===== src/rtl/rva_defs.svh =====
/*
 vector map constants for the reset and vector address block.
 assumes inclusion by rtl/rva_pkg.sv and rtl/rva_vector_map.sv only.
*/
`ifndef RVA_DEFS_SVH
`define RVA_DEFS_SVH

`define RVA_ADDR_W        24
`define RVA_VEC_W         7
`define RVA_NUM_TRAPS     8
`define RVA_NUM_IRQS      118
`define RVA_NUM_SRC       126
`define RVA_RESET_ADDR    24'h000000
`define RVA_PRIMARY_BASE  24'h000000
`define RVA_ALT_BASE      24'h000100
`define RVA_ENTRY_OFS     24'h000004
`define RVA_CODE_START    24'h000200
`define RVA_IRQ_VEC_OFS   7'h08
`define RVA_TRAP_OSC      3'h1
`define RVA_TRAP_ADDR     3'h2
`define RVA_TRAP_STACK    3'h3
`define RVA_TRAP_MATH     3'h4
`define RVA_TRAP_DMA      3'h5
`define RVA_IRQ_EXT0      7'h00
`define RVA_IRQ_EXT1      7'h14
`define RVA_IRQ_EXT2      7'h1d
`define RVA_IRQ_EXT3      7'h35
`define RVA_IRQ_EXT4      7'h36
`define RVA_IRQ_DMA0      7'h04
`define RVA_IRQ_DMA1      7'h0e
`define RVA_IRQ_DMA2      7'h18
`define RVA_IRQ_DMA3      7'h24
`define RVA_IRQ_DMA4      7'h2e
`define RVA_IRQ_DMA5      7'h3d
`define RVA_IRQ_DMA6      7'h44
`define RVA_IRQ_DMA7      7'h45
`define RVA_IRQ_S1RX      7'h0b
`define RVA_IRQ_S1TX      7'h0c
`define RVA_IRQ_S1ERR     7'h41
`define RVA_IRQ_S2RX      7'h1e
`define RVA_IRQ_S2TX      7'h1f
`define RVA_IRQ_S2ERR     7'h42
`define RVA_IRQ_FIRST_NONE 7'h48
// request lines with no source, as a mask over request numbers 0..71
`define RVA_IRQ_NOSRC_MASK 72'h09_c600_2000_0004_8000

`endif


===== src/rtl/rva_pkg.sv =====
/*
 types for the reset and vector address block.
 assumes rva_defs.svh is on the include path.
*/
`include "rva_defs.svh"

package rva_pkg;

	typedef logic [`RVA_ADDR_W-1:0] rva_addr_t;
	typedef logic [`RVA_VEC_W-1:0]  rva_vec_t;

	// core-facing answer: vector number and fetch address
	typedef struct packed {
		logic      valid;
		rva_vec_t  vec_num;
		rva_addr_t fetch_addr;
	} rva_vector_t;

	// peripheral request groups
	typedef struct packed {
		logic [4:0] ext_irq;
		logic [7:0] dma_irq;
		logic [2:0] serial1;
		logic [2:0] serial2;
	} rva_periph_req_t;

	typedef enum logic [1:0] {
		RVA_ST_RESET = 2'b00,
		RVA_ST_RUN   = 2'b01,
		RVA_ST_TAKEN = 2'b11
	} rva_state_t;

endpackage


===== src/rtl/rva_vector_map.sv =====
/*
 reset entry and vector address generation: maps trap and interrupt
 requests to vector number and fetch address in the primary or alternate table.
 request lines with no source are masked here even when driven.
 the answer is registered: it shows one cycle after the accepting edge.
 assumes all inputs come from logic on core_clk_in; arbitration of user
 priority is done elsewhere and pending lines arrive already qualified.
 assumes the core loads the reset pc on the one-cycle load pulse.
*/
// Contract
// - reset is not an exception; no vector fetched at reset
// - reset clears registers and starts fetch at address zero
// - trap n maps to primary address 0x4 plus 2n, last 0x12
// - traps 1..5: oscillator, address, stack, math, dma; 0,6,7 reserved
// - request k maps to vector k+8, address 0x14 plus 2k
// - alternate table mirrors primary at offset 0x100
// - code starts at 0x200; never produced as vector fetch address
// - external inputs 0..4 raise requests 0, 20, 29, 53, 54
// - dma channels 0..7 raise requests 4,14,24,36,46,61,68,69
// - serial ports: 11,12,65 and 30,31,66 for rx, tx, error
// - requests 72..117 and listed gaps have no source
// - equal priority resolved by lowest table address
// - each entry holds a 24-bit handler start address
// - table select bit chooses alternate table when set
`timescale 1ns/1ps
`default_nettype none
`include "rva_defs.svh"

module rva_vector_map
(
	// clock and reset
	input  wire logic                       core_clk_in,
	input  wire logic                       rst_n_in,
	// trap sources
	input  wire logic                       osc_fail_trap_in,
	input  wire logic                       addr_err_trap_in,
	input  wire logic                       stack_err_trap_in,
	input  wire logic                       math_err_trap_in,
	input  wire logic                       dma_err_trap_in,
	// peripheral requests, already enabled and at the winning priority
	input  wire rva_pkg::rva_periph_req_t   periph_req_in,
	input  wire logic [`RVA_NUM_IRQS-1:0]   other_irq_in,
	// table select
	input  wire logic                       alt_table_select_in,
	// core exception handshake
	input  wire logic                       core_accept_in,
	// outputs to core
	output var  rva_pkg::rva_vector_t       vector_out,
	output var  rva_pkg::rva_addr_t         pc_load_out,
	output var  logic                       pc_load_valid_out,
	output var  logic                       pending_out
);

	logic [`RVA_NUM_SRC-1:0] src_req;
	logic [`RVA_NUM_IRQS-1:0] irq_req;
	logic [`RVA_NUM_IRQS-1:0] irq_live;
	logic [`RVA_NUM_TRAPS-1:0] trap_req;
	logic                      any_req;
	rva_pkg::rva_vec_t         win_vec;
	rva_pkg::rva_addr_t        table_base;
	rva_pkg::rva_addr_t        win_addr;
	rva_pkg::rva_state_t       state_ff;
	rva_pkg::rva_state_t       nxt_state;
	rva_pkg::rva_vector_t      vector_ff;
	rva_pkg::rva_vector_t      nxt_vector;
	rva_pkg::rva_addr_t        pc_ff;
	logic                      pc_valid_ff;
	logic                      pending_ff;
	rva_pkg::rva_addr_t        win_ofs;
	logic                      take;
	logic                      leaving_reset;

	// no-source mask over the request numbers below the reserved block
	localparam logic [`RVA_IRQ_FIRST_NONE-1:0] NOSRC_MASK = `RVA_IRQ_NOSRC_MASK;

	assign trap_req =
	{
		2'b00,
		dma_err_trap_in,
		math_err_trap_in,
		stack_err_trap_in,
		addr_err_trap_in,
		osc_fail_trap_in,
		1'b0
	};

	always_comb
	begin
		irq_req = other_irq_in;
		irq_req[`RVA_IRQ_EXT0]  = periph_req_in.ext_irq[0];
		irq_req[`RVA_IRQ_EXT1]  = periph_req_in.ext_irq[1];
		irq_req[`RVA_IRQ_EXT2]  = periph_req_in.ext_irq[2];
		irq_req[`RVA_IRQ_EXT3]  = periph_req_in.ext_irq[3];
		irq_req[`RVA_IRQ_EXT4]  = periph_req_in.ext_irq[4];
		irq_req[`RVA_IRQ_DMA0]  = periph_req_in.dma_irq[0];
		irq_req[`RVA_IRQ_DMA1]  = periph_req_in.dma_irq[1];
		irq_req[`RVA_IRQ_DMA2]  = periph_req_in.dma_irq[2];
		irq_req[`RVA_IRQ_DMA3]  = periph_req_in.dma_irq[3];
		irq_req[`RVA_IRQ_DMA4]  = periph_req_in.dma_irq[4];
		irq_req[`RVA_IRQ_DMA5]  = periph_req_in.dma_irq[5];
		irq_req[`RVA_IRQ_DMA6]  = periph_req_in.dma_irq[6];
		irq_req[`RVA_IRQ_DMA7]  = periph_req_in.dma_irq[7];
		irq_req[`RVA_IRQ_S1RX]  = periph_req_in.serial1[0];
		irq_req[`RVA_IRQ_S1TX]  = periph_req_in.serial1[1];
		irq_req[`RVA_IRQ_S1ERR] = periph_req_in.serial1[2];
		irq_req[`RVA_IRQ_S2RX]  = periph_req_in.serial2[0];
		irq_req[`RVA_IRQ_S2TX]  = periph_req_in.serial2[1];
		irq_req[`RVA_IRQ_S2ERR] = periph_req_in.serial2[2];
	end

	// lines with no source held inactive
	genvar gi;
	generate
		for (gi = 0; gi < `RVA_NUM_IRQS; gi = gi + 1)
		begin : g_live
			if (gi >= `RVA_IRQ_FIRST_NONE)
			begin : g_none
				assign irq_live[gi] = 1'b0;
			end
			else
			begin : g_src
				assign irq_live[gi] = irq_req[gi] & ~NOSRC_MASK[gi];
			end
		end
	endgenerate

	// vector number n sits at bit n; traps first then requests
	assign src_req = {irq_live, trap_req};
	assign any_req = |src_req;

	always_comb
	begin
		win_vec = '0;
		for (int i = `RVA_NUM_SRC - 1; i >= 0; i--)
		begin
			if (src_req[i])
			begin
				win_vec = 7'(i);
			end
		end
	end

	assign table_base = alt_table_select_in ? `RVA_ALT_BASE : `RVA_PRIMARY_BASE;
	// base plus entry offset plus twice vector number
	// largest result is 0x1fe, below start of code
	assign win_ofs  = {16'h0000, win_vec, 1'b0};
	assign win_addr = table_base + `RVA_ENTRY_OFS + win_ofs;
	// a live request meets the core's accept
	assign take = core_accept_in && any_req;
	assign leaving_reset = (state_ff == rva_pkg::RVA_ST_RESET);

	// answer registered in the accepting cycle's edge
	always_comb
	begin
		nxt_state = state_ff;
		nxt_vector = vector_ff;
		nxt_vector.valid = 1'b0;
		unique case (state_ff)
			rva_pkg::RVA_ST_RESET:
			begin
				nxt_state = rva_pkg::RVA_ST_RUN;
			end
			rva_pkg::RVA_ST_RUN, rva_pkg::RVA_ST_TAKEN:
			begin
				nxt_state = rva_pkg::RVA_ST_RUN;
				if (take)
				begin
					nxt_state = rva_pkg::RVA_ST_TAKEN;
					nxt_vector.valid = 1'b1;
					nxt_vector.vec_num = win_vec;
					nxt_vector.fetch_addr = win_addr;
				end
			end
			default:
			begin
				nxt_state = rva_pkg::RVA_ST_RESET;
			end
		endcase
	end

	always_ff @(posedge core_clk_in)
	begin
		// reset loads pc zero, fetches no vector
		if (!rst_n_in)
		begin
			state_ff    <= rva_pkg::RVA_ST_RESET;
			vector_ff   <= '0;
			pc_ff       <= `RVA_RESET_ADDR;
			pc_valid_ff <= 1'b0;
			pending_ff  <= 1'b0;
		end
		else
		begin
			state_ff    <= nxt_state;
			vector_ff   <= nxt_vector;
			pc_ff       <= pc_ff;
			pc_valid_ff <= 1'b0;
			pending_ff  <= any_req;
			// first cycle out of reset loads pc zero
			if (leaving_reset)
			begin
				pc_ff       <= `RVA_RESET_ADDR;
				pc_valid_ff <= 1'b1;
			end
		end
	end

	// 24-bit table entry address handed to the core for loading
	assign vector_out        = vector_ff;
	assign pc_load_out       = pc_ff;
	assign pc_load_valid_out = pc_valid_ff;
	assign pending_out       = pending_ff;

endmodule
`default_nettype wire


===== config.mk =====
export PLATFORM = sky130hd
export DESIGN_NAME = rva_vector_map
export DESIGN_NICKNAME = d
export VERILOG_FILES = /design/src/rtl/rva_pkg.sv /design/src/rtl/rva_vector_map.sv
export VERILOG_INCLUDE_DIRS = /design/src /design/src/rtl
export SDC_FILE = /design/constraint.sdc
export NUM_CORES = 1
export LEC_CHECK = 0
export ABC_CLOCK_PERIOD_IN_PS = 2600
export BUFFER_PORTS_ARGS = -buffer_cell sky130_fd_sc_hd__buf_2
export CELL_PAD_IN_SITES_DETAIL_PLACEMENT = 1
export CELL_PAD_IN_SITES_GLOBAL_PLACEMENT = 1
export CORE_MARGIN = 2
export CORE_UTILIZATION = 20
export DETAILED_ROUTE_END_ITERATION = 10
export PLACE_DENSITY = 0.81
export SYNTH_ARGS = -nofsm -noshare
export SYNTH_HDL_FRONTEND = slang
export SYNTH_SLANG_ARGS = --single-unit

===== constraint.sdc =====
create_clock -name core_clk_in -period 2.6 [get_ports core_clk_in]
set_clock_uncertainty 0.2 [all_clocks]
set_input_delay 0.39 -clock core_clk_in [delete_from_list [all_inputs] [get_ports core_clk_in]]
set_output_delay 0.39 -clock core_clk_in [all_outputs]
set_load 0.03 [all_outputs]

==> out/results.ini, run 1 <==
[status]
outcome=completed

[cts]
ctsLongestPathBuffers=2
clk_pin_slew_worst_paths_ns=0.07
ctsHoldBuffers=0
h-tree-depth=1
tritoncts_clock_tree=done
cts-buffers-inserted=3
clk_root_buffer_cell=sky130_fd_sc_hd__clkbuf_8
clkLatencyLatePin_ns=0.25
cts_setup_buffers=0
cts.sink_count=20

[layout]
insertedDiodeCount=0
layout.cell_area.non_filler_um2=2990
final.fill_count=1247
final_cell_mix=sky130_fd_sc_hd__buf_2 (89), sky130_fd_sc_hd__buf_4 (57), sky130_fd_sc_hd__conb_1 (39)
final_net_count=568
post_route_cells_drive_above_1_share=0.426
area_delta_synth_final_pct=48.8
layout_commonest_cell=sky130_fd_sc_hd__buf_2

[critical_path]
critPathSlowestCell=sky130_fd_sc_hd__nor4_2
setup.reg_to_reg.worst_slack_ns=0.96
arrival_ns=2.54
critical_path.cell_chain=buf_2 -> buf_4 -> nor4_2 -> buf_4 -> nand2b_1 -> nand4b_1 -> a31oi_2 -> o221ai_2 -> a21boi_1 -> nor2_1 -> ha_2 -> nand3_2 -> xor2_2 -> a211oi_2
cell_family_with_the_largest_share_of_critical_path_delay=simple AND/OR/NAND/NOR gates
critical_path.max_fanout=4
critPathMostFrequentCell=sky130_fd_sc_hd__buf_4
worstSetupEndpoint=vector_out[6]
worst_setup_path_end_kind=register
cp_depth=14
worstSetupStartpointType=input pin
crit_required_ns=2.58
timing.rr.start=state_ff[0]
r2r_cells=5
critPathKind=in -> reg
cp_slowest_stage_delay_ns=0.31
worstSetupStartpoint=other_irq_in[40]
timing.rr.end=vector_out[29]
critical_path_buf_inv_count=3

[synthesis]
synth_cell_type_count=58
synthMuxAreaShare=0.00499
flop_and_latch_count_out_of_synthesis=20
ys_seq_area_frac=0.200
synth_top_family_by_area=simple AND/OR/NAND/NOR gates
postSynth.asyncResetShare=0
yosys.area_share.simple=0.347
post_synth_instance_area_um2=2010
synth-edff-count=0
ys.warnings.count=0
synth-xor-area-share=0.00873
synth_adder_area_share=0.00623
syn_inst=275
synth_compound_gate_area_share=0.251
postSynth.topFlopCell=sky130_fd_sc_hd__dfxtp_1
synthesis.area_per_instance_um2=7.30

[timing]
finalWorstPathRequiredPeriod_ns=2.55
slew_viol_final=0
layout_worst_path_cycle_share=0.982
unrepaired_setup_endpoints_after_global_routing=true
hold_viol=0
timing.fmax_mhz=392
final_critical_path_setup_slack_ns=0.0477
worstMarginPinSlew_ns=0.527
timing.slew.headroom=0.646
timing.final.setup_violations=0

[grt]
vias_in_the_first_global_route=2615
grtUsageTotal=0.132
antenna_found_initial=0
grt_remaining_overflow=0
grt_first_pass_wirelength_um=12100
grt_start_max_net_pins=12

[floorplanning]
placement_row_count=36
number_of_top_level_pins=204
core_box_area_um2=9770
die_h_um=104
die_area_um2=10900
chipWidth_um=104
floorplan.initialDensity=0.205

[power_and_ir_drop]
power.share.combinational=0.402
power.sequential.fraction=0.349
p_clk_frac=0.249
static_leakage_nw=1.37
power.switching_uw=344
power_report.internal_total_uw=590
switching_share=0.369
power_density_nw_per_um2=313
max-vdd-ir-drop_mv=0.189

[placed_design]
pre_cts_slack_ns=-0.292
globalplace.congestion=0.860
placement.io_buffers=90
placed_standard_cell_area_um2=2880
dp_hpwl_um=6470

[routing]
detailedRoute.firstPassIterationCount=4
detail_route.wirelength_um=7570
antenna_violation_net_count_after_detailed_routing=0
vias=2549
avgViaCountPerCell=4.61
drt_iter0_markers=101
drc_errors=0
post_drt_wl_per_cell_um=13.7

[flow_run]
max_cap_violations=0

[hold_path]
hp-class=in -> reg

[metrics by stage]
stage | util | hold WS (ns) | setup TNS (ns) | instances | total power, mW
after detailed placement | 0.295 | 0.227 | -0.663 | 549 | 0.701
after floorplan | - | 0.202 | 0 | 313 | 0.563
after global placement | 0.295 | 0.211 | -0.484 | 549 | 0.688
after CTS | 0.302 | 0.185 | 0 | 553 | 0.935
after global routing | 0.306 | 0.208 | -0.158 | 553 | 0.982
final | 0.306 | 0.191 | 0 | 553 | 0.934
[power by group through the flow]
stage	combinational [mW]	clock [mW]	sequential [mW]
finish	0.376	0.232	0.326
global route	0.405	0.249	0.328
CTS	0.371	0.238	0.326
detailed placement	0.367	0	0.333
global placement	0.355	0	0.333
floorplan	0.207	0	0.355
[cell usage after synthesis, types with 2 or more instances]
library cell                 n  area [um^2]
sky130_fd_sc_hd__dfxtp_1    20          400
sky130_fd_sc_hd__nand2b_1    2         12.5
sky130_fd_sc_hd__buf_2       2         10.0
sky130_fd_sc_hd__o31ai_1     3         22.5
sky130_fd_sc_hd__nand4b_1    2         17.5
sky130_fd_sc_hd__nor4_1     18          113
sky130_fd_sc_hd__a21oi_1    20          100
sky130_fd_sc_hd__o221ai_1    3         26.3
sky130_fd_sc_hd__or2_2       2         12.5
sky130_fd_sc_hd__nor2b_1     4         25.0
sky130_fd_sc_hd__a31oi_1     3         18.8
sky130_fd_sc_hd__nand2_1    16         60.1
sky130_fd_sc_hd__nand3_1     4         20.0
sky130_fd_sc_hd__nor3_1     17         85.1
sky130_fd_sc_hd__a311oi_1    2         17.5
sky130_fd_sc_hd__nor2_1     33          124
sky130_fd_sc_hd__o211ai_1    3         22.5
sky130_fd_sc_hd__or4_4       2         22.5
sky130_fd_sc_hd__o21ai_0    14         70.1
sky130_fd_sc_hd__nor4_2      2         25.0
sky130_fd_sc_hd__nand4_1     6         37.5
sky130_fd_sc_hd__or3_1       2         12.5
sky130_fd_sc_hd__a211oi_1    4         30.0
sky130_fd_sc_hd__o21bai_1    4         30.0
sky130_fd_sc_hd__buf_4      40          300
sky130_fd_sc_hd__a2111oi_0   2         17.5
sky130_fd_sc_hd__o21a_1      2         15.0
sky130_fd_sc_hd__inv_1      12         45.0
sky130_fd_sc_hd__clkbuf_1    2         7.51
[worst min path at each step]
| stage | slack (ns) | from | to | cells past startpoint |
|---|---|---|---|---|
| after floorplan | 0.20 | state_ff[1] | pc_load_valid_out | 1 |
| after global placement | 0.21 | state_ff[1] | pc_load_valid_out | 1 |
| after detailed placement | 0.23 | state_ff[1] | pc_load_valid_out | 1 |
| after CTS | 0.19 | alt_table_select_in | vector_out[8] | 3 |
| after global routing | 0.21 | alt_table_select_in | vector_out[8] | 3 |
| final | 0.19 | alt_table_select_in | vector_out[8] | 3 |
[cell type report]
class | count | area, um^2 | share of cell area
sequential | 20 | 400 | 0.134
multi-input combinational | 237 | 1440 | 0.481
timing repair buffer | 147 | 885 | 0.296
tap | 133 | 166 | 0.0557
inverter | 12 | 45.0 | 0.0151
clock buffer | 4 | 55.1 | 0.0184
[sequential cells by signal, indices dropped and copies added, names as in the netlist]
register and count:
pc_load_valid_out 1, vector_out 16, pending_out 1, state_ff 2
[worst reg2reg max path, delay by kind of cell (launching register included)]
family          cells  cell delay, ns
flops               1            0.37
simple gates        2            0.22
mux                 1            0.20
compound gates      1            0.30
buf+inv             1            0.24
[repair_timing]
action                                  4_1_cts  5_1_grt
resized for setup                             3        6
endpoints found under the setup margin        1        2
pin swaps                                     4        4
cloned                                        0        0
[layer usage]
| metal | global-route usage | part of all wire |
|---|---|---|
| met1 | 0.158 | 0.42 |
| met3 | 0.0194 | 0.054 |
| met2 | 0.250 | 0.52 |
| met4 | 0.0241 | 0.0058 |
| met5 | 0 | 0 |
[kinds of logic (layout without fill, tap and decap cells)]
family | count (synthesis) | after routing
DFF | 20 | 20
AOI/OAI and AO/OA | 72 | 72
muxes | 1 | 1
adders and majority gates | 1 | 1
xor gates and xnor gates | 2 | 2
and+or+nand+nor | 122 | 122
other | 1 | 39
buffers and inverters | 56 | 163
Power figures use the tool's default switching activity.
==> run 2: changes to the inputs <==
CORE_UTILIZATION = 21   (was 20)
CTS_BUF_LIST = sky130_fd_sc_hd__clkbuf_8   (was default)
PLACE_DENSITY = 0.85   (was 0.81)
==> out/results.ini, run 2 (same netlist as run 1, synthesis figures left out) <==
[routing]
antenna_violation_net_count_after_detailed_routing=0
avgViaCountPerCell=4.69
vias=2558
drc_errors=0
drt_iter0_markers=55
post_drt_wl_per_cell_um=13.8
detailedRoute.firstPassIterationCount=4
detail_route.wirelength_um=7510

[layout]
insertedDiodeCount=0
post_route_cells_drive_above_1_share=0.425
final_cell_mix=sky130_fd_sc_hd__buf_2 (87), sky130_fd_sc_hd__buf_4 (53), sky130_fd_sc_hd__conb_1 (39)
area_delta_synth_final_pct=49.0
largest_register_ffs=16
layout_commonest_cell=sky130_fd_sc_hd__buf_2
final_net_count=564

[critical_path]
timing.rr.start=state_ff[0]
cell_family_with_the_largest_share_of_critical_path_delay=compound AO/OA/AOI/OAI gates
arrival_ns=2.51
critical_path_buf_inv_count=1
critPathMostFrequentCell=sky130_fd_sc_hd__a211oi_2
critical_path.cell_chain=buf_6 -> or2_1 -> a221o_1 -> a211oi_2 -> o211ai_1 -> a221oi_2 -> ha_2 -> nand3_2 -> xor2_2 -> a211oi_2
critPathKind=in -> reg
critPathSlowestCell=sky130_fd_sc_hd__a221oi_2
worstSetupStartpointType=input pin
crit_required_ns=2.58
worstSetupStartpoint=other_irq_in[48]
worst_setup_path_end_kind=register
critical_path.max_fanout=2
cp_slowest_stage_delay_ns=0.36

[power_and_ir_drop]
max-vdd-ir-drop_mv=0.139
p_clk_frac=0.307
power_density_nw_per_um2=337
static_leakage_nw=1.36
power_report.internal_total_uw=659
power.sequential.fraction=0.323
switching_share=0.347
power.switching_uw=349
power.share.combinational=0.370
totalPowerFinal_mw=1.01

[floorplanning]
floorplan.initialDensity=0.217
die_h_um=102
placement_row_count=35
chipWidth_um=102
die_area_um2=10400
number_of_top_level_pins=204
core_box_area_um2=9240

[hold_path]
hp-start=alt_table_select_in
hp-class=in -> reg

[timing]
unrepaired_setup_endpoints_after_global_routing=true
final_critical_path_setup_slack_ns=0.0736
layout_worst_path_cycle_share=0.972
worst_hold_margin_ns=0.180
finalSetupTns_ns=0
hold_viol=0
finalWorstPathRequiredPeriod_ns=2.53
timing.slew.headroom=0.636
worstMarginPinSlew_ns=0.532
timing.final.setup_violations=0
slew_viol_final=0
timing.fmax_mhz=396

[grt]
grt_remaining_overflow=0
grt_start_max_net_pins=14
grt_first_pass_wirelength_um=11600
antenna_found_initial=0
grtUsageTotal=0.139
vias_in_the_first_global_route=2615

[status]
outcome=completed

[cts]
ctsHoldBuffers=0
h-tree-depth=1
clkLatencyLatePin_ns=0.25
tritoncts_clock_tree=done
clk_pin_slew_worst_paths_ns=0.07
ctsLongestPathBuffers=2
cts.sink_count=20
cts_setup_buffers=0
clk_root_buffer_cell=sky130_fd_sc_hd__clkbuf_8
cts-buffers-inserted=3

[placed_design]
globalplace.congestion=0.836
placement.io_buffers=90
dp_hpwl_um=6380
pre_cts_slack_ns=-0.282

[flow_run]
max_cap_violations=0

run 2: cell type report:
type / instances / area, um^2
clock buffers: 3 / 41.3
clock inverters: 1 / 30.0
fillers: 1172 / 6250
inverters: 12 / 45.0
multi-input cells: 237 / 1450
flip-flops and latches: 20 / 400
well taps: 129 / 161
repair buffers: 143 / 867
run 2: stage by stage:
stage	std cells	cell area [um^2]	util
final	545	2990	0.324
after global routing	545	2990	0.324
after CTS	545	2930	0.317
after detailed placement	541	2850	0.308
after global placement	541	2850	0.308
after floorplan	313	2160	-
run 2: routing by layer:
metal | global-route usage | up-vias | share of wire
li1 | - | 1230 | -
met1 | 0.157 | 1209 | 0.41
met2 | 0.277 | 109 | 0.52
met3 | 0.0110 | 10 | 0.061
met4 | 0.0281 | 0 | 0.011
met5 | 0 | - | 0
run 2: power by group through the flow:
| stage | Clock (mW) | Combinational [mW] | Sequential, mW |
|---|---|---|---|
| 4_1_cts | 0.313 | 0.365 | 0.326 |
| 6_report | 0.310 | 0.373 | 0.326 |
| 3_3_place_gp | 0 | 0.351 | 0.332 |
| 3_5_place_dp | 0 | 0.362 | 0.333 |
| 2_1_floorplan | 0 | 0.207 | 0.355 |
| 5_1_grt | 0.324 | 0.403 | 0.327 |
run 2: repair_timing:
action,in CTS,in global routing
pin swaps,3,7
resized for setup,2,11
setup endpoints to repair,1,2
run 2: path summary, 6_finish.rpt:
check,end,slack (ns),cells after the start
max,vector_out[6],0.07,10
min,vector_out[8],0.18,3
max reg2reg,vector_out[26],0.93,5
min reg2reg,pc_load_valid_out,0.24,1
run 2: tightest hold or removal path: stages:
cell,delay (ns)
sky130_fd_sc_hd__buf_2,0.10
sky130_fd_sc_hd__nand2_1,0.05
sky130_fd_sc_hd__a21oi_1,0.05
==> run 3: changes to the inputs <==
CELL_PAD_IN_SITES_DETAIL_PLACEMENT = default   (was 1)
CELL_PAD_IN_SITES_GLOBAL_PLACEMENT = default   (was 1)
CORE_UTILIZATION = 33   (was 21)
PLACE_DENSITY = 0.84   (was 0.85)
==> out/results.ini, run 3 (same netlist as run 1, synthesis figures left out) <==
[status]
outcome=completed

[critical_path]
arrival_ns=2.41
setup.reg_to_reg.worst_slack_ns=0.95
timing.rr.start=state_ff[0]
r2r_cells=5
cell_family_with_the_largest_share_of_critical_path_delay=simple AND/OR/NAND/NOR gates
cp_slowest_stage_delay_ns=0.54
critical_path.max_fanout=3
critPathSlowestCell=sky130_fd_sc_hd__or4_4
crit_required_ns=2.54
critical_path_buf_inv_count=1
critPathKind=in -> reg
worst_setup_path_end_kind=register
worstSetupStartpointType=input pin
critical_path.cell_chain=buf_2 -> or4_4 -> nand4b_1 -> a31oi_1 -> o221ai_2 -> a21boi_1 -> nor2_1 -> ha_2 -> nand3_2 -> xor2_1 -> a211oi_2
timing.rr.end=vector_out[5]

[timing]
final_critical_path_setup_slack_ns=0.135
timing.slew.headroom=0.661
layout_worst_path_cycle_share=0.948
worstMarginPinSlew_ns=0.496
finalWorstPathRequiredPeriod_ns=2.46
finalSetupTns_ns=0
slew_viol_final=0
hold_viol=0
timing.final.setup_violations=0
timing.fmax_mhz=406

[layout]
layout_commonest_cell=sky130_fd_sc_hd__buf_2
final_net_count=558
insertedDiodeCount=0
area_delta_synth_final_pct=40.8
final.fill_count=595
largest_register_ffs=16
final_cell_mix=sky130_fd_sc_hd__buf_2 (90), sky130_fd_sc_hd__buf_4 (47), sky130_fd_sc_hd__conb_1 (39)
post_route_cells_drive_above_1_share=0.405

[hold_path]
timing.hold.worst_endpoint=vector_out[8]
min_delay_path_depth=3
hp-start=alt_table_select_in
hp-class=in -> reg

[floorplanning]
floorplan.initialDensity=0.341
core_box_area_um2=5890
die_h_um=82.0
chipWidth_um=82.0
number_of_top_level_pins=204
placement_row_count=28
die_area_um2=6720

[cts]
clk_root_buffer_cell=sky130_fd_sc_hd__clkbuf_8
cts-buffers-inserted=3
clk_pin_slew_worst_paths_ns=0.07
h-tree-depth=1
cts.sink_count=20
ctsLongestPathBuffers=2
clkLatencyLatePin_ns=0.26
ctsHoldBuffers=0
tritoncts_clock_tree=done

[routing]
post_drt_wl_per_cell_um=12.6
detail_route.wirelength_um=6140
drt_iter0_markers=103
detailroute.wirelength.met2_um=2750
met1_length_um=2660
antenna_violation_net_count_after_detailed_routing=0
length_of_routed_met3_wiring_um=621
vias=2449
drc_errors=0
detailedRoute.firstPassIterationCount=4
topRoutingLayerUsed=met4
avgViaCountPerCell=5.05

[placed_design]
globalplace.congestion=0.860
placement.io_buffers=90
pre_cts_slack_ns=-0.218
dp_hpwl_um=5180

[grt]
grt_remaining_overflow=0
grt_first_pass_wirelength_um=9350
grt_start_max_net_pins=13
vias_in_the_first_global_route=2190
grtUsageTotal=0.175
antenna_found_initial=0

[power_and_ir_drop]
static_leakage_nw=1.32
power_density_nw_per_um2=352
max-vdd-ir-drop_mv=0.227

[flow_run]
max_cap_violations=0

-- run 3: cell count changes in the layout (fill, tap and decap cells not counted), moves of 2 or more --
cell	previous run	this run
sky130_fd_sc_hd__nor4_1	15	17
sky130_fd_sc_hd__nor4_2	5	3
sky130_fd_sc_hd__buf_2	87	90
sky130_fd_sc_hd__buf_4	53	47
sky130_fd_sc_hd__buf_6	3	0
-- run 3: layout make-up --
cell class                      count  area [um^2]  share of cell area
Timing Repair Buffer              137          803               0.284
Clock inverter                      1         30.0              0.0106
Inverter                           12         45.0              0.0159
Clock buffer                        3         41.3              0.0146
Multi-Input combinational cell    237         1410               0.500
Tap cell                           75         93.8              0.0332
Sequential cell                    20          400               0.142
-- run 3: report_power, final --
group | switching (mW) | leakage (nW) | internal (mW)
Sequential | 0.00597 | 0.164 | 0.319
Combinational | 0.228 | 1.12 | 0.125
Clock | 0.110 | 0.0357 | 0.206
Total | 0.344 | 1.32 | 0.650
-- run 3: worst min-delay path, stage by stage --
cell	delay, ns
sky130_fd_sc_hd__buf_2	0.09
sky130_fd_sc_hd__nand2_1	0.04
sky130_fd_sc_hd__a21oi_1	0.05
-- run 3: routing by layer --
layer / track usage / vias up
met4: 0.0533 / 0
met2: 0.293 / 119
met3: 0.0418 / 10
met5: 0 / -
met1: 0.221 / 1095
li1: - / 1225
-- run 3: worst max path at each step --
stage,from,to,slack (ns),cells after the start
3_3_place_gp,other_irq_in[40],vector_out[6],-0.16,10
4_1_cts,other_irq_in[49],vector_out[6],0.03,10
5_1_grt,other_irq_in[49],vector_out[6],-0.009,10
6_report,periph_req_in[1],vector_out[6],0.14,11
3_5_place_dp,other_irq_in[49],vector_out[6],-0.22,10
2_1_floorplan,periph_req_in[1],vector_out[6],0.02,10
-- run 3: repair_timing --
item,4_1_cts,5_1_grt
setup endpoints to repair,0,1
resized for setup,0,4
buffers inserted,0,1
hold endpoints to repair,0,0
-- run 3: stage by stage --
stage                     area [um^2]  power [mW]  instances   util  hold slack, ns
after global placement           2730       0.669        480  0.463           0.209
final                            2830       0.994        485  0.480           0.161
after detailed placement         2730       0.677        480  0.463           0.218
after global routing             2830        1.04        485  0.480           0.159
after CTS                        2800       0.989        484  0.476           0.160
after floorplan                  2160       0.563        313      -           0.202
